--- config.mk ---
export PLATFORM = sky130hd
export DESIGN_NAME = i2cbt_top
export DESIGN_NICKNAME = d
export VERILOG_FILES = /design/src/verilog/i2cbt_pkg.sv /design/src/verilog/i2cbt_top.sv
export SDC_FILE = /design/constraint.sdc
export NUM_CORES = 1
export LEC_CHECK = 0
export BUFFER_PORTS_ARGS = -buffer_cell sky130_fd_sc_hd__buf_2
export CORE_MARGIN = 5
export CORE_UTILIZATION = 54
export CTS_CLUSTER_SIZE = 28
export DETAILED_ROUTE_END_ITERATION = 10
export GPL_TIMING_DRIVEN = 1
export HOLD_SLACK_MARGIN = 0.03
export PLACE_DENSITY = 0.88
export SLEW_MARGIN = 20
export SYNTH_ARGS = -nofsm -noshare
export SYNTH_HDL_FRONTEND = slang
export SYNTH_SLANG_ARGS = --single-unit
export TNS_END_PERCENT = 50
--- constraint.sdc ---
create_clock -name i_clk -period 1.79 [get_ports i_clk]
set_input_delay 0 -clock i_clk [delete_from_list [all_inputs] [get_ports i_clk]]
set_output_delay 0 -clock i_clk [all_outputs]
set_load 0.03 [all_outputs]
--- src/verilog/i2cbt_pkg.sv ---
// Constants, register map and state codes for the I2C bit interface
package i2cbt_pkg;

  // ==========================================================
  // Register offsets
  localparam logic [3:0] ADDR_CTRL  = 4'h0; // Control / flags
  localparam logic [3:0] ADDR_DATA  = 4'h1; // Serial data
  localparam logic [3:0] ADDR_CFG   = 4'h2; // Configuration
  localparam logic [3:0] ADDR_IRQ_ENABLE_REG_SECOND  = 4'h3; // Second irq enable
  localparam logic [3:0] ADDR_IRQ_ENABLE_REG_FIRST  = 4'h4; // First irq enable
  localparam logic [3:0] ADDR_IP1   = 4'h5; // Second prio low
  localparam logic [3:0] ADDR_PRIO_REG_SECOND_HIGH  = 4'h6; // Second prio high
  localparam logic [3:0] ADDR_ISTAT = 4'h7; // Event status
  localparam logic [3:0] ADDR_IMASK = 4'h8; // Event mask

  // ==========================================================
  // Field positions
  localparam int BIT_TMR_IE  = 7; // Bus timer enable / prio
  localparam int BIT_SER_IE  = 0; // Serial enable / prio
  localparam int BIT_GLB_IE  = 7; // Global enable
  localparam int BIT_CFG_SLV = 7; // Slave enable
  localparam int BIT_CFG_MRQ = 6; // Master request
  localparam int BIT_CFG_RUN = 4; // Bus timer run
  localparam int BIT_CFG_PSH = 1; // Prescale select hi
  localparam int BIT_CFG_PSL = 0; // Prescale select lo
  localparam int EV_DATA_READY_FLAG = 0;     // Event bit positions
  localparam int EV_ARL  = 1;
  localparam int EV_STR  = 2;
  localparam int EV_STP  = 3;
  localparam int EV_TMO  = 4;

  // ==========================================================
  // Reset values
  localparam logic       SYNC_RST  = 1'b1;  // Idle bus level
  localparam logic [4:0] IMASK_RST = 5'h1f; // All events unmasked

  // ==========================================================
  // Timer preloads per prescale select
  localparam logic [2:0] PRELOAD_0 = 3'h0;
  localparam logic [2:0] PRELOAD_1 = 3'h2;
  localparam logic [2:0] PRELOAD_2 = 3'h4;
  localparam logic [2:0] PRELOAD_3 = 3'h6;
  localparam logic [2:0] SPAN_LAST = 3'h7;  // Low timer bits full
  localparam logic [9:0] TMO_LAST  = 10'h3ff; // Full timer

  // ==========================================================
  // Timing
  localparam int MIN_SPAN_NS   = 4700000; // 4.7 ms
  localparam int CLK_PERIOD_NS = 5;
  localparam int MIN_SPAN_CYC  = (MIN_SPAN_NS + CLK_PERIOD_NS - 1) / CLK_PERIOD_NS;
  localparam int TICK_CLKS     = MIN_SPAN_CYC / 8; // One timer count

  // ==========================================================
  // Master sequencer states
  typedef enum logic [5:0] {
    ST_IDLE  = 6'h01,
    ST_START = 6'h02,
    ST_LOW   = 6'h04,
    ST_HIGH  = 6'h08,
    ST_STOP  = 6'h10,
    ST_RSTRT = 6'h20
  } i2cbt_state_e;

endpackage

--- src/verilog/i2cbt_top.sv ---
// I2C bit-level interface with bus timer and register port
`timescale 1ns/1ps
module i2cbt_top #(
  parameter int P_TICK_CLKS = i2cbt_pkg::TICK_CLKS
) (
  // Clock and reset
  input  wire logic       i_clk,
  input  wire logic       i_rst_b,
  // Register port
  input  wire logic [3:0] i_addr,
  input  wire logic [7:0] i_wdata,
  input  wire logic       i_wr,
  input  wire logic       i_rd,
  output logic      [7:0] o_rdata,
  // I2C pins
  input  wire logic       i_scl,
  output logic            o_scl_o,
  output logic            o_scl_oe,
  input  wire logic       i_sda,
  output logic            o_sda_o,
  output logic            o_sda_oe,
  // Interrupt and priorities
  output logic            o_irq,
  output logic      [1:0] o_tmr_prio,
  output logic      [1:0] o_ser_prio
);
  import i2cbt_pkg::*;

  // ==========================================================
  // State
  typedef struct packed {
    logic         scl_m;     // Sync stage one
    logic         scl_s;     // Sync stage two
    logic         scl_p;     // Previous synced SCL
    logic         sda_m;
    logic         sda_s;
    logic         sda_p;
    i2cbt_state_e st;        // Master sequencer
    logic         scl_oe;    // SCL pulled low
    logic         sda_oe;    // SDA pulled low
    logic [16:0]  tick_cnt;  // Timer count divider
    logic [2:0]   span;      // Low timer bits
    logic         span_done; // Minimum span reached
    logic [9:0]   tmo;       // Full timeout timer
    logic         frame;     // Frame in progress
    logic         master;    // Acting as master
    logic         xa;        // Transmit active
    logic         txbit;     // Bit to send
    logic         idle;      // Slave ignores bus
    logic         rdat;      // Last received bit
    logic         data_ready_flag;      // Data ready flag
    logic         arbitration_lost_flag;       // Arbitration lost flag
    logic         str;       // Start seen flag
    logic         stop_seen_flag;       // Stop seen flag
    logic         xstr_pend; // Repeated start requested
    logic         xstp_pend; // Stop requested
    logic         slave_en;  // Slave enable
    logic         mreq;      // Master request
    logic         run;       // Bus timer run
    logic [1:0]   ps;        // Prescale select
    logic         ien_t;     // Bus timer irq enable
    logic         ien_s;     // Serial irq enable
    logic         ien_g;     // Global irq enable
    logic         ipl_t;     // Priority bits
    logic         ipl_s;
    logic         iph_t;
    logic         iph_s;
    logic [4:0]   istat;     // Sticky events
    logic [4:0]   imask;     // Event mask
    logic [7:0]   rdata;     // Read data
  } i2cbt_regs_s;

  i2cbt_regs_s q;            // Registered state
  i2cbt_regs_s n;            // Next state

  logic       scl_rise;      // Synced SCL edges
  logic       scl_fall;
  logic       start_det;     // Bus conditions
  logic       stop_det;
  logic       active;        // Master or awake slave
  logic       tick;          // One timer count
  logic       restart;       // Reload span timer
  logic       tmo_carry;     // Timeout overflow
  logic [2:0] preload;       // Selected preload
  logic [4:0] ien_vec;       // Per-event enables

  // ==========================================================
  // Next-state logic
  always_comb begin
    n = q;
    restart = 1'b0;
    // Two-stage synchronisers
    n.scl_m = i_scl;
    n.scl_s = q.scl_m;
    n.scl_p = q.scl_s;
    n.sda_m = i_sda;
    n.sda_s = q.sda_m;
    n.sda_p = q.sda_s;
    // Edge and condition detection
    scl_rise  = q.scl_s & ~q.scl_p;
    scl_fall  = ~q.scl_s & q.scl_p;
    start_det = q.scl_s & q.scl_p & q.sda_p & ~q.sda_s;
    stop_det  = q.scl_s & q.scl_p & ~q.sda_p & q.sda_s;
    active    = q.master | (q.slave_en & ~q.idle);

    tick = (q.tick_cnt == 17'(P_TICK_CLKS - 1));
    n.tick_cnt = tick ? 17'h0 : q.tick_cnt + 17'h1;
    case (q.ps)
      2'h0:    preload = PRELOAD_0;
      2'h1:    preload = PRELOAD_1;
      2'h2:    preload = PRELOAD_2;
      default: preload = PRELOAD_3;
    endcase
    if (tick & ~q.span_done) begin
      if (q.span == SPAN_LAST) begin
        n.span_done = 1'b1;
      end else begin
        n.span = q.span + 3'h1;
      end
    end

    // held idle outside frames, needs run bit
    if (~q.frame | ~q.run | scl_rise | scl_fall) begin
      n.tmo = 10'h0;
    end else if (tick) begin
      n.tmo = q.tmo + 10'h1;
    end
    tmo_carry = q.run & q.frame & tick & (q.tmo == TMO_LAST);

    // Master sequencer
    case (q.st)
      ST_IDLE: begin
        // slave stretches low while data ready
        n.scl_oe = active & q.data_ready_flag & ~q.scl_s;
        // Slave data bit changes only while SCL low
        if (~q.scl_s) begin
          n.sda_oe = active & q.xa & ~q.txbit;
        end
        // Start after bus-free gap
        if (q.mreq & ~q.frame & q.span_done & q.scl_s & q.sda_s) begin
          n.sda_oe = 1'b1;
          n.master = 1'b1;
          n.st     = ST_START;
          restart  = 1'b1;
        end
      end
      ST_START: begin
        // SDA low to SCL low span
        if (q.span_done) begin
          n.scl_oe = 1'b1;
          n.st     = ST_LOW;
          restart  = 1'b1;
        end
      end
      ST_LOW: begin
        n.scl_oe = 1'b1;
        if (~q.scl_s) begin
          n.sda_oe = q.xa & ~q.txbit;
        end
        // hold low until serviced and min low
        if (q.span_done & ~q.data_ready_flag) begin
          n.scl_oe = 1'b0;
          restart  = 1'b1;
          if (q.xstp_pend) begin
            // Stop is not data: no arbitration on its SCL rise
            n.xa        = 1'b0;
            n.sda_oe    = 1'b1;
            n.xstp_pend = 1'b0;
            n.st        = ST_STOP;
          end else if (q.xstr_pend) begin
            n.sda_oe    = 1'b0;
            n.xstr_pend = 1'b0;
            n.st        = ST_RSTRT;
          end else begin
            n.st = ST_HIGH;
          end
        end
      end
      ST_HIGH: begin
        // min high counts once SCL is really high
        if (~q.scl_s) begin
          restart = 1'b1;
        end else if (q.span_done) begin
          n.scl_oe = 1'b1;
          n.st     = ST_LOW;
          restart  = 1'b1;
        end
      end
      ST_STOP: begin
        // SCL high to SDA high span
        if (~q.scl_s) begin
          restart = 1'b1;
        end else if (q.span_done) begin
          // Mastership ends once the stop is seen on the bus
          n.sda_oe = 1'b0;
          n.st     = ST_IDLE;
          restart  = 1'b1;
        end
      end
      ST_RSTRT: begin
        // Both released, then start again
        if (~q.scl_s) begin
          restart = 1'b1;
        end else if (q.span_done) begin
          n.sda_oe = 1'b1;
          n.st     = ST_START;
          restart  = 1'b1;
        end
      end
      default: begin
        n.st = ST_IDLE;
      end
    endcase

    // Register writes
    if (i_wr) begin
      case (i_addr)
        ADDR_CTRL: begin
          if (i_wdata[7]) n.xa = 1'b0;
          if (i_wdata[6]) n.idle = 1'b1;
          if (i_wdata[5]) n.data_ready_flag = 1'b0;
          if (i_wdata[4]) n.arbitration_lost_flag = 1'b0;
          if (i_wdata[3]) n.str = 1'b0;
          if (i_wdata[2]) n.stop_seen_flag = 1'b0;
          if (i_wdata[1]) n.xstr_pend = 1'b1;
          if (i_wdata[0]) n.xstp_pend = 1'b1;
        end
        ADDR_DATA: begin
          n.txbit = i_wdata[7];
          n.xa    = 1'b1;
          n.data_ready_flag  = 1'b0;
        end
        ADDR_CFG: begin
          n.slave_en = i_wdata[BIT_CFG_SLV];
          n.mreq     = i_wdata[BIT_CFG_MRQ];
          n.run      = i_wdata[BIT_CFG_RUN];
          n.ps       = {i_wdata[BIT_CFG_PSH], i_wdata[BIT_CFG_PSL]};
        end
        ADDR_IRQ_ENABLE_REG_SECOND: begin
          n.ien_t = i_wdata[BIT_TMR_IE];
          n.ien_s = i_wdata[BIT_SER_IE];
        end
        ADDR_IRQ_ENABLE_REG_FIRST:  n.ien_g = i_wdata[BIT_GLB_IE];
        ADDR_IP1: begin
          n.ipl_t = i_wdata[BIT_TMR_IE];
          n.ipl_s = i_wdata[BIT_SER_IE];
        end
        ADDR_PRIO_REG_SECOND_HIGH: begin
          n.iph_t = i_wdata[BIT_TMR_IE];
          n.iph_s = i_wdata[BIT_SER_IE];
        end
        ADDR_IMASK: n.imask = i_wdata[4:0];
        default: ;
      endcase
    end

    // Register reads, data valid next cycle
    n.rdata = 8'h0;
    if (i_rd) begin
      case (i_addr)
        ADDR_CTRL: n.rdata = {q.rdat, q.data_ready_flag | q.arbitration_lost_flag | q.str | q.stop_seen_flag,
                              q.data_ready_flag, q.arbitration_lost_flag, q.str, q.stop_seen_flag, q.master, 1'b0};
        ADDR_DATA: begin
          n.rdata = {q.rdat, 7'h0};
          n.data_ready_flag  = 1'b0;
        end
        ADDR_CFG:   n.rdata = {q.slave_en, q.mreq, 1'b0, q.run, 2'h0, q.ps};
        ADDR_IRQ_ENABLE_REG_SECOND:  n.rdata = {q.ien_t, 6'h0, q.ien_s};
        ADDR_IRQ_ENABLE_REG_FIRST:  n.rdata = {q.ien_g, 7'h0};
        ADDR_IP1:   n.rdata = {q.ipl_t, 6'h0, q.ipl_s};
        ADDR_PRIO_REG_SECOND_HIGH:  n.rdata = {q.iph_t, 6'h0, q.iph_s};
        ADDR_ISTAT: begin
          n.rdata = {3'h0, q.istat};
          n.istat = 5'h0;
        end
        ADDR_IMASK: n.rdata = {3'h0, q.imask};
        default:    n.rdata = 8'h0;
      endcase
    end

    // bus events; they override register writes
    if (scl_rise & active) begin
      n.data_ready_flag = 1'b1;
      n.rdat = q.sda_s;
      n.istat[EV_DATA_READY_FLAG] = 1'b1;
      if (q.xa & q.txbit & ~q.sda_s) begin
        n.arbitration_lost_flag = 1'b1;
        n.xa  = 1'b0;
        n.istat[EV_ARL] = 1'b1;
        if (q.master) begin
          n.master = 1'b0;
          n.scl_oe = 1'b0;
          n.sda_oe = 1'b0;
          n.st     = ST_IDLE;
        end
      end
    end
    if (start_det) begin
      n.frame = 1'b1;
      n.idle  = 1'b0;
      if (q.master | q.slave_en) begin
        n.str = 1'b1;
        n.istat[EV_STR] = 1'b1;
      end
    end
    if (stop_det) begin
      n.frame = 1'b0;
      n.xa    = 1'b0;
      if (active) begin
        n.stop_seen_flag = 1'b1;
        n.istat[EV_STP] = 1'b1;
      end
      // Own stop completes, so the master sees its stop flag
      if (q.st == ST_IDLE) begin
        n.master = 1'b0;
      end
      if (~q.master) begin
        restart = 1'b1;
      end
    end
    // reload span timer on phase entry
    if (restart) begin
      n.span      = preload;
      n.span_done = 1'b0;
    end
    if (tmo_carry) begin
      n.st        = ST_IDLE;
      n.master    = 1'b0;
      n.scl_oe    = 1'b0;
      n.sda_oe    = 1'b0;
      n.frame     = 1'b0;
      n.xa        = 1'b0;
      n.data_ready_flag      = 1'b0;
      n.xstr_pend = 1'b0;
      n.xstp_pend = 1'b0;
      n.tmo       = 10'h0;
      n.istat[EV_TMO] = 1'b1;
    end
  end

  // ==========================================================
  // State register
  always_ff @(posedge i_clk) begin
    if (!i_rst_b) begin
      q           <= '0;
      q.scl_m     <= SYNC_RST;
      q.scl_s     <= SYNC_RST;
      q.scl_p     <= SYNC_RST;
      q.sda_m     <= SYNC_RST;
      q.sda_s     <= SYNC_RST;
      q.sda_p     <= SYNC_RST;
      q.st        <= ST_IDLE;
      q.span_done <= 1'b1;
      q.imask     <= IMASK_RST;
    end else begin
      q <= n;
    end
  end

  // ==========================================================
  // Outputs
  // gated by global and per-source enables
  assign ien_vec    = {5{q.ien_g}} & {q.ien_t, {4{q.ien_s}}};
  assign o_irq      = |(q.istat & q.imask & ien_vec);
  assign o_tmr_prio = {q.iph_t, q.ipl_t};
  assign o_ser_prio = {q.iph_s, q.ipl_s};
  assign o_rdata    = q.rdata;
  assign o_scl_o    = 1'b0;
  assign o_scl_oe   = q.scl_oe;
  assign o_sda_o    = 1'b0;
  assign o_sda_oe   = q.sda_oe;

endmodule // i2cbt_top

==> Word-level counts from Yosys, hierarchy flattened <==
Cells that the tools add are included.
{ "classes": {"mux": 88, "n_bitwise": 47, "n_reduce_logical": 28, "n_eq_ne": 20, "add_sub_neg": 3} }
{ "ops": {"columns": ["op", "count"], "rows": [
  ["$pmux W8 S9", 1],
  ["$mux W1", 48],
  ["$mux W6", 7],
  ["$pmux W6 S6", 1],
  ["$mux W8", 4],
  ["$and A1 B1 Y1", 25],
  ["$reduce_and A2 Y1", 12],
  ["$mux W2", 10],
  ["$mux W5", 4],
  ["$mux W18", 1],
  ["$add A17 B1 Y17 const B", 1],
  ["$eq A17 B17 Y1 const B", 1],
  ["$eq A4 B3 Y1 const B", 4],
  ["$and A5 B5 Y5", 3],
  ["$mux W7", 2],
  ["$pmux W1 S4", 3],
  ["$reduce_bool A2 Y1", 6],
  ["$not A1 Y1", 11],
  ["$add A10 B1 Y10 const B", 1],
  ["$eq A10 B10 Y1 const B", 1],
  ["$pmux W3 S3", 1],
  ["$reduce_or A3 Y1", 3],
  ["$eq A4 B2 Y1 const B", 2],
  ["$mux W4", 2],
  ["other kinds (21)", 32]
]} }
{ "word_totals": {"regBits": 87, "word_cells": 227, "out_inout_bits": 17, "in_bits": 18} }

==> Longest topological paths before layout <==
Gate-level depths: netlist of run 1.
{ "logic_depth": {"word_depth": 12, "mapped_depth": 7, "mapped_depth_nobuf": 6} }

==> Least setup slack after synthesis of run 1 <==
OpenSTA, ideal clock, no wires.
{ "synth_timing": {"path_kind": "flip-flop to flip-flop", "from": "register q[56] (netlist bit)", "to": "register q[51] (netlist bit)", "setup_time_ps": 77, "arrival_time_ps": 1779, "stages_incl_launch_ff": 7, "path_slack_ps": -66, "required_ps": 1713, "path_buffers": 0, "synth_period_minus_slack_ps": 1856, "cell_sequence": "dfxtp_1 ha_1 nand4b_1 nor4_4 nand4_2 or4_1 a21oi_1"} }
{ "synth_between": {"elab_chain_cells": 4} }
{ "synth_lines": {"columns": ["element", "line_no", "source"], "rows": [
  ["from (decl)", "i2cbt_top.sv:73", "i2cbt_regs_s q;"],
  ["from (signal assigned)", "i2cbt_top.sv:356", "q <= n;"],
  ["$eq A17 B17 Y1 *", "i2cbt_top.sv:106", "tick = (q.tick_cnt == 17'(P_TICK_CLKS - 1));"],
  ["$and A1 B1 Y1 (2 in a row)", "i2cbt_top.sv:128", "tmo_carry = q.run & q.frame & tick & (q.tmo == TMO_LAST);"],
  ["$reduce_or A3 Y1 (no source line)", null, null]
]} }
Mark *: on every way between the ends. The rest lies on a longest branch, timed or not.
A chain may end at the register's enable or synchronous reset.

==> Final worst setup path of run 1 <==
{ "layout_timing": {"from": "register q[72] (netlist bit)", "to": "register q[49] (netlist bit)"} }
The elaborated chain is that of the path after synthesis.

==> results of run 1 <==
[per-layer routing]
layer | up-vias | track usage [%]
li1 | 1919 | -
met3 | 44 | 5.93
met4 | 0 | 10.2
met5 | - | 0
met1 | 1890 | 27.6
met2 | 191 | 40.3
[final timing paths]
check | from | end | slack (ns) | depth (start not counted)
setup / recovery | q[72] | q[49] | -0.09 | 6
setup reg to reg | q[72] | q[49] | -0.09 | 6
hold / removal | i_rst_b | q[9] | 0.04 | 3
hold reg to reg | n[82] | n[81] | 0.41 | 1
[power by group through the flow]
stage	clock network [mW]	logic [mW]	registers (mW)
after detailed placement	0	0.297	2.04
after global routing	1.52	0.383	2.00
after CTS	1.42	0.324	1.99
after floorplan	0	0.194	2.03
final	1.41	0.354	2.00
after global placement	0	0.289	2.04
[cells by family (layout without fill, tap and decap cells)]
kind of cell             count (synthesis)  in the layout  share of synthesized area (%)
AO/OA/AOI/OAI                           89             89                           12.8
buffers and inverters                   52            125                           6.17
multiplexers                            18             18                           4.33
other                                    1              2                         0.0889
adder cells (fa/ha/maj)                  4              4                           1.19
AND/OR/NAND/NOR                        234            234                           29.4
flip-flops                              87             87                           41.3
XOR/XNOR                                23             23                           4.78
[stage by stage]
stage	cell area, um2	utilization [%]	worst slack, ns
final	5180	67.8	-0.0934
after global routing	5180	67.8	-0.144
after CTS	5010	65.5	-0.0777
after detailed placement	4610	60.3	-0.0821
after global placement	4610	60.3	-0.0532
after floorplan	4220	-	0.00325
[state kept, by name, indices dropped and copies added (netlist names)]
register,cells
q,69
n,4
o_tmr_prio,2
o_rdata,8
o_scl_oe,1
o_ser_prio,2
o_sda_oe,1
[cell usage in the layout (no fill, tap or decap), types with 5 or more instances in the layout]
master,Yosys,routed
xor2_1,14,14
nand3b_1,7,7
nor3_1,11,8
o21ai_1,4,5
nand2_1,55,54
or3_1,11,11
mux2i_1,16,16
a22oi_1,7,6
a31oi_1,7,7
nand2b_1,8,8
nand4_1,12,12
buf_2,7,32
dfxtp_1,87,81
buf_4,15,49
nor2b_1,10,9
nor2_1,58,58
clkbuf_8,0,9
dfxtp_2,0,5
dlygate4sd3_1,0,15
nand3_1,26,26
inv_1,11,11
xnor2_1,9,9
o21ai_0,16,15
a21oi_1,35,33
[cell type report]
cell class | count | area [um2]
fillers | 536 | 2460
multi-input cells | 370 | 2360
flip-flops and latches | 87 | 1750
repair buffers | 97 | 693
well taps | 102 | 128
clock buffers | 9 | 124
clock inverters | 7 | 80.1
inverters | 12 | 45.0
[what timing repair did]
item	in CTS	in global routing
hold buffers	15	0
gates resized for setup	8	24
endpoints found under the hold margin	26	0
endpoints found under the setup margin	17	28
setup buffers	0	8
pin swaps	1	6
[worst register-to-register path, stage by stage, from the launching register on]
cell	delay (ns)
dfxtp_1	0.41
nand4bb_4	0.14
nor4_4	0.39
nand4_2	0.20
buf_4	0.18
or3_1	0.32
a21oi_1	0.18
==> reports/results.txt, run 1 <==
The number of antenna diodes in the final layout is 0. For this run, the number of Yosys warnings is 0. The distinct cell type count of the synthesized netlist was 55. In this design, the stage delay of the slowest critical-path cell is 0.41 ns.

The final worst clock skew was 0.0135 ns. The slowest stage of the critical path is the dfxtp_1 cell. Counting along the longest clock path gives a buffer depth of 2. Capturing element type of the critical path: a flop.

Once the floorplan was initialized, standard cells occupied 55.1% of the core. For the wire length of the first global-routing pass, the log shows 18.7 mm. The via count of the first global-routing pass was 4013. Setup repair after global routing could not meet its margin everywhere. In this run the worst hold path is classified as in2reg. The transition time at the pin with the least slew margin is 0.664 ns. Each instance of the synthesized netlist takes up on average 8.30 um2.

The data arrival time of the critical path came out at 2.18 ns. By startpoint and endpoint, the worst setup path is classified as reg2reg. In this run switching power makes up 26.4% of total power. For the number of sinks handled by clock tree synthesis, the log shows 87. The final setup slack of the worst path came out at -0.0934 ns. The run finished, with violations left. In this run the worst path has a maximum fanout of 5. The final critical path takes up 105% of the cycle. The count of buffers added on input and output ports is 32. The count of final max-slew check failures was 0.

The most used flip-flop cell after synthesis is dfxtp_1. For the final number of hold-violating endpoints, the log shows 0. In this run the static leakage power is 1.93 nW.

The number of flops mapped to enable cells by yosys was 0; the iteration count of the initial detailed-routing pass was 5. In the detailed route, the total length drawn on met3 is 757 um. In this run the power spent charging and discharging nets is 995 uW. The tools report the element type at the critical path start as a flop.

The floorplan has 32 rows. The die width is 98.4 um. The run gives 41.3% as the fraction of the yosys area taken by sequential cells. After clock tree synthesis, the clock-pin slew on the worst setup and hold paths is 0.10 ns.

Across the run, the number of max-cap violations was 0. The uppermost signal routing layer after detailed routing is met4. The clock insertion delay at the later pin of the skew report was 0.37 ns. Combinational cells account for 9.4% of the total power. The logs give 7.89 mm for the HPWL reported at the end of detailed placement and 0 for the aggregate global routing overflow. At the worst endpoint, the required time is 2.09 ns. The maximum clock frequency is 0.531 GHz. Headroom to the max-slew limit came out at 55.6%. The final critical path time including I/O delays and setup works out to 1.88 ns. The number of nets with antenna violations after routing came out at 0. Walking the worst path, the cells encountered are nand4bb_4 -> nor4_4 -> nand4_2 -> buf_4 -> or3_1 -> a21oi_1. The commonest cells after synthesis are dfxtp_1, nor2_1, nand2_1. In this run, synthesis produced a sequential element count of 87.

TritonCTS built the clock tree. Summed over all layers, the routed wires come to 11.5 mm. The logs give 9680 um2 for the area of the die and 0 for the number of antenna violations at the first check in global routing. The run gives 4044 as the total number of vias. The checks that failed: setup timing. The cell family contributing the most delay on the critical path is simple AND/OR/NAND/NOR gates. Relative to the synthesized area, the layout overhead comes to 23.0%.

The cell area power density was 726 nW/um2; the number of primary I/O pins was 35. Summing every instance area after synthesis gives 4220 um2. For this run, the number of standard cells in the final layout without fillers is 684.

The H-tree was split into 3 levels. The final estimated routing congestion in global placement is 0.900. For the placeable core region, the log shows 7650 um2. The internal power of the cells totals 2.77 mW.

For the cell count after synthesis, the log shows 508. The tools report the root buffer cell as clkbuf_8. Entering global routing, the biggest net connects 27 pins. The overall global routing resource usage came out at 23.5%. The cell taking the most area after synthesis was dfxtp_1. Setup violations remaining at the end of the flow were counted as 3. Registers are responsible for 53.1% of the overall power. Counting tap cells, the placed design contains a total of 645 instances.

After the last flow step, the layout net total stands at 599. For the clock network fraction of total power, the log shows 37.5%. In the routed layout, each cell is associated on average with a via count of 5.91. The dominant cell by count in the synthesized netlist was dfxtp_1. The count of routing violations after the opening detailed-route iteration was 339; the portion of synthesized cell area occupied by the leading cell type was 41.3%.

From bottom edge to top edge, the die measures 98.4 um. Dividing the detail-routed wire length by the instance count gives 16.8 um. By area the synthesized netlist is led by dfxtp_1, nor2_1, nand2_1. The share of post-route cells with drive strength above 1 is 22.5%, and the CTS buffer count is 9.

After detailed routing, the number of remaining DRC violations is 0. The run gives 0.0447 ns as the final hold slack. Summed over all nets, wire length on met2 after detailed routing comes to 5.78 mm. The wire length on met1 came out at 4.58 mm. Overall power consumption after layout is estimated at 3.77 mW. The number of buffers and inverters on the critical path was 1. Of all flip-flops after synthesis, the portion carrying an async set or reset was 0%. In the final timing run, aggregate negative setup slack is -0.159 ns. Across the VDD grid, the largest voltage drop is 0.618 mV.
Note: power is estimated with default switching activity, not from simulation.
==> run 2: changes to the inputs <==
--- a/config.mk
+++ b/config.mk
@@ -11,7 +11,7 @@
 export CTS_CLUSTER_SIZE = 28
 export DETAILED_ROUTE_END_ITERATION = 10
 export GPL_TIMING_DRIVEN = 1
-export HOLD_SLACK_MARGIN = 0.03
+export HOLD_SLACK_MARGIN = 0.08
 export PLACE_DENSITY = 0.88
 export SLEW_MARGIN = 20
 export SYNTH_ARGS = -nofsm -noshare
==> run 2 against run 1 <==
  * The flow still finishes with violations (setup timing)
  * Largest cell class unchanged
  * Clock power hardly changed
  * Die area unchanged
  * Wire length grew 4.4%
  * First-iteration DRC count rose by 13%
  * Clock skew increased by 0.0012 ns
  * Final cell count increased by 1.2%
  * Largest power group unchanged
  * Worst setup slack improved by 0.051 ns
  * Count of clock-buffer cells in the layout did not move
==> reports/results.txt, run 2 (same netlist as run 1, synthesis figures left out) <==
The run finished, with violations left. Violations in the final reports: setup timing (unchanged). The number of flip-flops in the largest register is 69 (unchanged).

The largest net degree at the start of global routing came out at 27 (unchanged). The worst setup slack for register-to-register paths is -0.04 ns (was -0.09 ns). The number of nets with antenna violations after routing was 0 (unchanged); the global routing met3 resource utilization was 6.29% (was 5.93%). The utilization of the core after routing was 69.2% (was 67.8%). The most common cell after layout, fill and taps aside was dfxtp_1 (unchanged). The tools report the HPWL reported at the end of detailed placement as 7.89 mm (unchanged). The number of port buffers works out to 32 (unchanged).

Number of primary I/O pins: 35 (unchanged). The total setup violations reported at the end of the flow was 3 (unchanged). The start point of the critical path is q[72] (unchanged). The element type at the critical path start was a flop (unchanged). The busiest metal layer after global routing is met2 (unchanged).

TritonCTS built the clock tree. For the fraction of met2 tracks used by global routing, the log shows 42.6% (was 40.3%). The logs give 0 (unchanged) for the total of max-cap violations and 53.7% (was 55.6%) for the relative slew slack. The tools report the placeable core region as 7650 um2 (unchanged).

Static leakage: 1.97 nW (was 1.93 nW). The tools report the data arrival time of the critical path as 2.13 ns (was 2.18 ns). The logs give 19.6 mm (was 18.7 mm) for the wire length of the first global-routing pass and 0 (unchanged) for the count of final max-slew check failures. The share of the clock period used by the worst path after layout works out to 102% (was 105%). The maximum clock frequency is 0.546 GHz (was 0.531 GHz). Beginning of the worst register-to-register path: q[72] (unchanged). The transition time at the pin with the least slew margin came out at 0.691 ns (was 0.664 ns). The overall die height is 98.4 um (unchanged).

The met1 capacity usage during global routing was 28.5% (was 27.6%); the number of H-tree levels was 3 (unchanged). The tools report the overall global routing resource usage as 24.7% (was 23.5%). The final number of hold-violating endpoints is 0 (unchanged). Critical path class: reg2reg (unchanged). The final setup slack of the worst path came out at -0.0423 ns (was -0.0934 ns).

The run gives 4148 (was 4013) as the via count of the first global-routing pass. The tools report the capturing element type of the critical path as a flop (unchanged). The routed wire length per instance was 17.4 um (was 16.8 um).

The starting utilization of the core area came out at 55.1% (unchanged). Type of the tightest min-delay check: in2reg (unchanged). The run gives 8 (was 5) as the iteration count of the initial detailed-routing pass. The critical hold path startpoint is i_addr[0] (was i_rst_b). For the final worst clock skew, the log shows 0.0147 ns (was 0.0135 ns).

Cell area power density: 717 nW/um2 (was 726 nW/um2). The total number of vias came out at 4223 (was 4044). The logs give 0 (unchanged) for the residual DRC count and 524 (was 536) for the fill cell instance count of the final layout. The aggregate global routing overflow came out at 0 (unchanged). The final net count came out at 607 (was 599).

The die width was 98.4 um (unchanged); the number of buffers between clock root and the deepest sink was 2 (unchanged). The final critical path time including I/O delays and setup is 1.83 ns (was 1.88 ns). Register with the most flip-flops: q (unchanged). The CTS buffer count came out at 9 (unchanged).

The area of the die was 9680 um2 (unchanged). The run gives 0.900 (unchanged) as the final estimated routing congestion in global placement. The cell area after placement was 4610 um2 (unchanged); the count of cells along the worst hold path was 3 (unchanged). Top library cells by usage in the layout, fill and taps aside: dfxtp_1, nor2_1, nand2_1 (unchanged). For the post-route cell area, the log shows 5290 um2 (was 5180 um2). The run gives 87 (unchanged) as the number of sinks handled by clock tree synthesis. The post-CTS clock slew at the launch and capture registers of the worst setup and hold paths is 0.09 ns (was 0.10 ns), and the worst supply voltage drop on vdd is 0.615 mV (was 0.618 mV).

The share of post-route cells with drive strength above 1 is 23.6% (was 22.5%), and the area growth from synthesis to layout is 25.4% (was 23.0%). Setup repair after global routing could not meet its margin everywhere. Final wirelength: 12.0 mm (was 11.5 mm). Largest fanout of any net on the critical path: 5 (unchanged).

For the number of placement rows, the log shows 32 (unchanged). The tools report the capture point of the worst reg-to-reg path as q[51] (was q[49]). Worst path required time: 2.09 ns (about the same).

The count of routing violations after the opening detailed-route iteration was 382 (was 339). The via-per-instance ratio came out at 6.10 (was 5.91). The logic depth of the worst register-to-register path was 5 (was 6). The tools report the root buffer cell as clkbuf_8 (unchanged). The capture endpoint of the worst hold path is q[39] (was q[9]).

The number of antenna violations at the first check in global routing was 0 (unchanged); the clock insertion delay at the later pin of the skew report was 0.37 ns (about the same). The antenna diode instance count came out at 0 (unchanged).
[run 2: layout make-up]
class                           count  area [um2]  area share, %
Sequential cell                    87        1750           33.1
Multi-Input combinational cell    370        2390           45.1
Timing Repair Buffer              105         772           14.6
Clock buffer                        9         124           2.34
Tap cell                          102         128           2.41
Clock inverter                      7        80.1           1.51
Inverter                           12        45.0          0.852
[run 2: worst max-delay path by stage]
stage	endpoint	slack, ns	depth (start not counted)
finish	q[51]	-0.04	5
global route	q[51]	-0.12	6
CTS	q[51]	-0.08	6
detailed placement	q[75]	-0.08	5
global placement	q[75]	-0.05	5
floorplan	o_sda_oe	0.003	5
[run 2: metal layers]
metal | part of all wire, % | vias up
met5 | 0 | -
met2 | 50 | 257
li1 | - | 1940
met3 | 8.6 | 52
met1 | 38 | 1974
met4 | 3.3 | 0
[run 2: stage by stage]
step	setup WS, ns	hold slack, ns	std cells	power, mW	TNS [ns]
global route	-0.122	0.182	692	3.92	-0.853
global placement	-0.0532	0.201	645	2.33	-0.128
finish	-0.0423	0.165	692	3.79	-0.107
CTS	-0.0777	0.108	682	3.75	-0.0777
detailed placement	-0.0821	0.197	645	2.34	-0.529
floorplan	0.00325	0.0730	509	2.23	0
[run 2: power by group]
group | switching (mW) | total, mW | internal, mW
combinational | 0.216 | 0.373 | 0.157
clock | 0.759 | 1.42 | 0.659
sequential | 0.0324 | 2.00 | 1.97
total | 1.01 | 3.79 | 2.78
[run 2: timing repair]
item | in CTS | in global routing
buffers inserted | 0 | 10
endpoints found under the setup margin | 17 | 32
pin swaps | 1 | 16
gates cloned | 0 | 0
gates resized for setup | 8 | 31
hold buffers | 21 | 0
endpoints found under the hold margin | 39 | 0
[run 2: critical path, cell delays in order (launching register included)]
cell and delay, ns:
dfxtp_1 0.41, nand4bb_4 0.14, nor4_4 0.38, nand4_2 0.20, or4_1 0.47, a21oi_2 0.16
==> run 3: changes to the inputs <==
--- a/config.mk
+++ b/config.mk
@@ -12,7 +12,7 @@
 export DETAILED_ROUTE_END_ITERATION = 10
 export GPL_TIMING_DRIVEN = 1
 export HOLD_SLACK_MARGIN = 0.08
-export PLACE_DENSITY = 0.88
+export PLACE_DENSITY_LB_ADDON = 0.12
 export SLEW_MARGIN = 20
 export SYNTH_ARGS = -nofsm -noshare
 export SYNTH_HDL_FRONTEND = slang
==> run 3 against run 2 <==
  * The flow still finishes with violations (setup timing)
  * Count of clock-buffer cells in the layout is 3 higher
  * Flip-flop and latch count stayed put
  * Die area stayed put
  * Critical path type unchanged
  * Global-route usage is 2.6 points lower
  * Non-clock buffer count is 5 lower
  * Largest cell class unchanged
  * Combinational power is 8.0% lower
  * Wire length is 13% lower
==> reports/results.txt, run 3 (same netlist as run 1, synthesis figures left out) <==
The final wirelength is 10.5 mm (was 12.0 mm). The number of port buffers was 32 (unchanged); the post-layout instance count excluding filler cells was 687 (was 692). The data arrival time of the critical path was 2.08 ns (was 2.13 ns). The switching part of the total was 23.2% (was 26.6%); the final worst clock skew was 0.00818 ns (was 0.0147 ns). The tools report the number of nets with antenna violations after routing as 0 (unchanged). The run gives 602 (was 607) as the final net count.

The number of primary I/O pins is 35 (unchanged), and the internal power is 2.98 mW (was 2.78 mW). The utilization of the core after routing is 67.9% (was 69.2%), and the residual DRC count is 0 (unchanged). The run gives 902 uW (was 1.01 mW) as the switching power total.

The run gives 3924 (was 4223) as the total number of vias. Antenna diode instance count: 0 (unchanged). The via-per-instance ratio was 5.71 (was 6.10); the transition time at the pin with the least slew margin was 0.609 ns (was 0.691 ns). The capture point of the worst reg-to-reg path is q[51] (unchanged). The total of max-cap violations came out at 0 (unchanged).

The CTS buffer count was 9 (unchanged). The combinational group share of total power was 8.8% (was 9.8%); the area growth from synthesis to layout was 23.1% (was 25.4%). The kind of cell adding the most delay to the critical path is simple AND/OR/NAND/NOR gates (unchanged). The critical path class was reg2reg (unchanged). The overall global routing resource usage was 22.1% (was 24.7%). Maximum clock frequency: 0.555 GHz (was 0.546 GHz). The start point of the critical path was q[63] (was q[72]).

Worst setup slack for register-to-register paths: -0.01 ns (was -0.04 ns). The tools report the portion of total power attributed to sequential cells as 51.3% (was 52.7%). Ordered list of cells on the worst path: nand4_1 -> nor4_4 -> nand4_2 -> or4_1 -> a21oi_1 (was nand4bb_4 -> nor4_4 -> nand4_2 -> or4_1 -> a21oi_2). Root buffer cell: clkbuf_8 (unchanged). The cell count after placement came out at 650 (was 645). Final critical path time including I/O delays and setup: 1.80 ns (was 1.83 ns). The starting utilization of the core area came out at 55.1% (unchanged).

The critical-path cell with the highest stage delay was or4_1 (unchanged). The final estimated routing congestion in global placement is 0.879 (was 0.900). The run finished, with violations left. The overall die height was 98.4 um (unchanged); the number of H-tree levels was 3 (unchanged). The count of cell instances traversed by the critical path was 5 (unchanged).

The clock insertion delay at the later pin of the skew report was 0.35 ns (was 0.37 ns); the post-CTS clock slew at the launch and capture registers of the worst setup and hold paths was 0.09 ns (about the same). The HPWL reported at the end of detailed placement is 7.52 mm (was 7.89 mm), and the routed wire length per instance is 15.2 um (was 17.4 um). Number of antenna violations at the first check in global routing: 0 (unchanged).

The logic depth of the worst register-to-register path came out at 5 (unchanged). For the worst supply voltage drop on vdd, the log shows 0.457 mV (was 0.615 mV). The share of post-route cells with drive strength above 1 works out to 20.9% (was 23.6%).

The register with the most flip-flops is q (unchanged). The clock network fraction of total power came out at 39.8% (was 37.4%). Share of the clock period used by the worst path after layout: 101% (was 102%).

The tools report the beginning of the worst register-to-register path as q[63] (was q[72]). The type of the tightest min-delay check was in2reg (unchanged). The logs give 3743 (was 4148) for the via count of the first global-routing pass and 258 (was 382) for the count of routing violations after the opening detailed-route iteration. The tools report the capturing element type of the critical path as a flop (unchanged). The run gives 0 (unchanged) as the count of final max-slew check failures. TritonCTS built the clock tree.

The most common cell after layout, fill and taps aside is dfxtp_1 (unchanged). The relative slew slack was 59.2% (was 53.7%); the die width was 98.4 um (unchanged). The logs give 87 (unchanged) for the number of sinks handled by clock tree synthesis and 7650 um2 (unchanged) for the placeable core region. The largest fanout of any net on the critical path was 6 (was 5). The largest net degree at the start of global routing is 27 (unchanged). The aggregate global routing overflow was 0 (unchanged). Element type at the critical path start: a flop (unchanged).

The static leakage came out at 1.97 nW (about the same). The number of buffers between clock root and the deepest sink was 2 (unchanged); the final number of hold-violating endpoints was 0 (unchanged). For the wire length of the first global-routing pass, the log shows 17.7 mm (was 19.6 mm). Top library cells by usage in the layout, fill and taps aside: dfxtp_1, nor2_1, nand2_1 (unchanged). The final setup slack of the worst path is -0.0126 ns (was -0.0423 ns), and the number of buffers and inverters on the critical path is 0 (unchanged). The area of the die was 9680 um2 (unchanged); the worst path required time was 2.07 ns (was 2.09 ns). The total setup violations reported at the end of the flow came out at 1 (was 3).

Violations in the final reports: setup timing (unchanged). The tools report the worst setup path endpoint as q[51] (unchanged). The cell area power density came out at 749 nW/um2 (was 717 nW/um2).

Setup repair after global routing could not meet its margin everywhere. The number of flip-flops in the largest register was 69 (unchanged); the iteration count of the initial detailed-routing pass was 7 (was 8). The tools report the number of placement rows as 32 (unchanged). Maximum single-stage delay on the critical path: 0.44 ns (was 0.47 ns).
==> run 3: how the worst min path moves through the flow <==
stage | startpoint | endpoint | slack [ns] | cells after the start
floorplan | i_rst_b | n[81] | 0.07 | 1
global placement | i_sda | n[82] | 0.18 | 2
detailed placement | i_scl | n[85] | 0.19 | 2
CTS | i_addr[0] | o_rdata[2] | 0.1 | 5
global route | i_addr[1] | o_rdata[6] | 0.17 | 4
finish | i_addr[0] | o_rdata[3] | 0.12 | 5
==> run 3: layout make-up <==
class | count | area (um2)
Clock buffer | 12 | 155
Clock inverter | 4 | 76.3
Timing Repair Buffer | 100 | 734
Tap cell | 102 | 128
Fill cell | 639 | 2460
Multi-Input combinational cell | 370 | 2300
Sequential cell | 87 | 1750
Inverter | 12 | 45.0
==> run 3: worst register-to-register path, delay by kind of cell (launching register included) <==
family | cells | cell delay (ns)
and+or+nand+nor | 4 | 1.25
AOI/OAI and AO/OA | 1 | 0.15
DFF | 1 | 0.35
==> run 3: stage by stage <==
| stage | setup TNS, ns | setup WS [ns] | power, mW | hold WS [ns] | instance area [um2] |
|---|---|---|---|---|---|
| floorplan | 0 | 0.00325 | 2.23 | 0.0730 | 4220 |
| global placement | 0 | 0.0148 | 2.33 | 0.180 | 4660 |
| detailed placement | -0.0300 | -0.0283 | 2.34 | 0.190 | 4660 |
| CTS | -0.0382 | -0.0382 | 3.91 | 0.0989 | 5130 |
| global route | -1.96 | -0.156 | 4.04 | 0.170 | 5190 |
| finish | -0.0126 | -0.0126 | 3.88 | 0.117 | 5190 |
==> run 3: per-layer routing <==
layer / track usage (%) / wire, um / vias up / share of wire [%]
met4: 8.40 / 265 / 0 / 2.5
met3: 4.36 / 523 / 25 / 5.0
met2: 36.0 / 5000 / 115 / 48
li1: - / - / 1932 / -
met1: 28.9 / 4660 / 1852 / 45
met5: 0 / 0 / - / 0
==> run 3: what timing repair did <==
action	in CTS	in global routing
hold buffers	19	0
endpoints found under the hold margin	41	0
endpoints found under the setup margin	3	26
buffers inserted	0	2
resized for setup	5	15
pin swaps	3	6
==> run 3: power groups by stage <==
stage               logic, mW  clock network (mW)  registers, mW
finish                  0.343                1.55           1.99
global route            0.379                1.66           2.00
CTS                     0.333                1.59           1.99
detailed placement      0.300                   0           2.04
global placement        0.298                   0           2.04
floorplan               0.194                   0           2.03
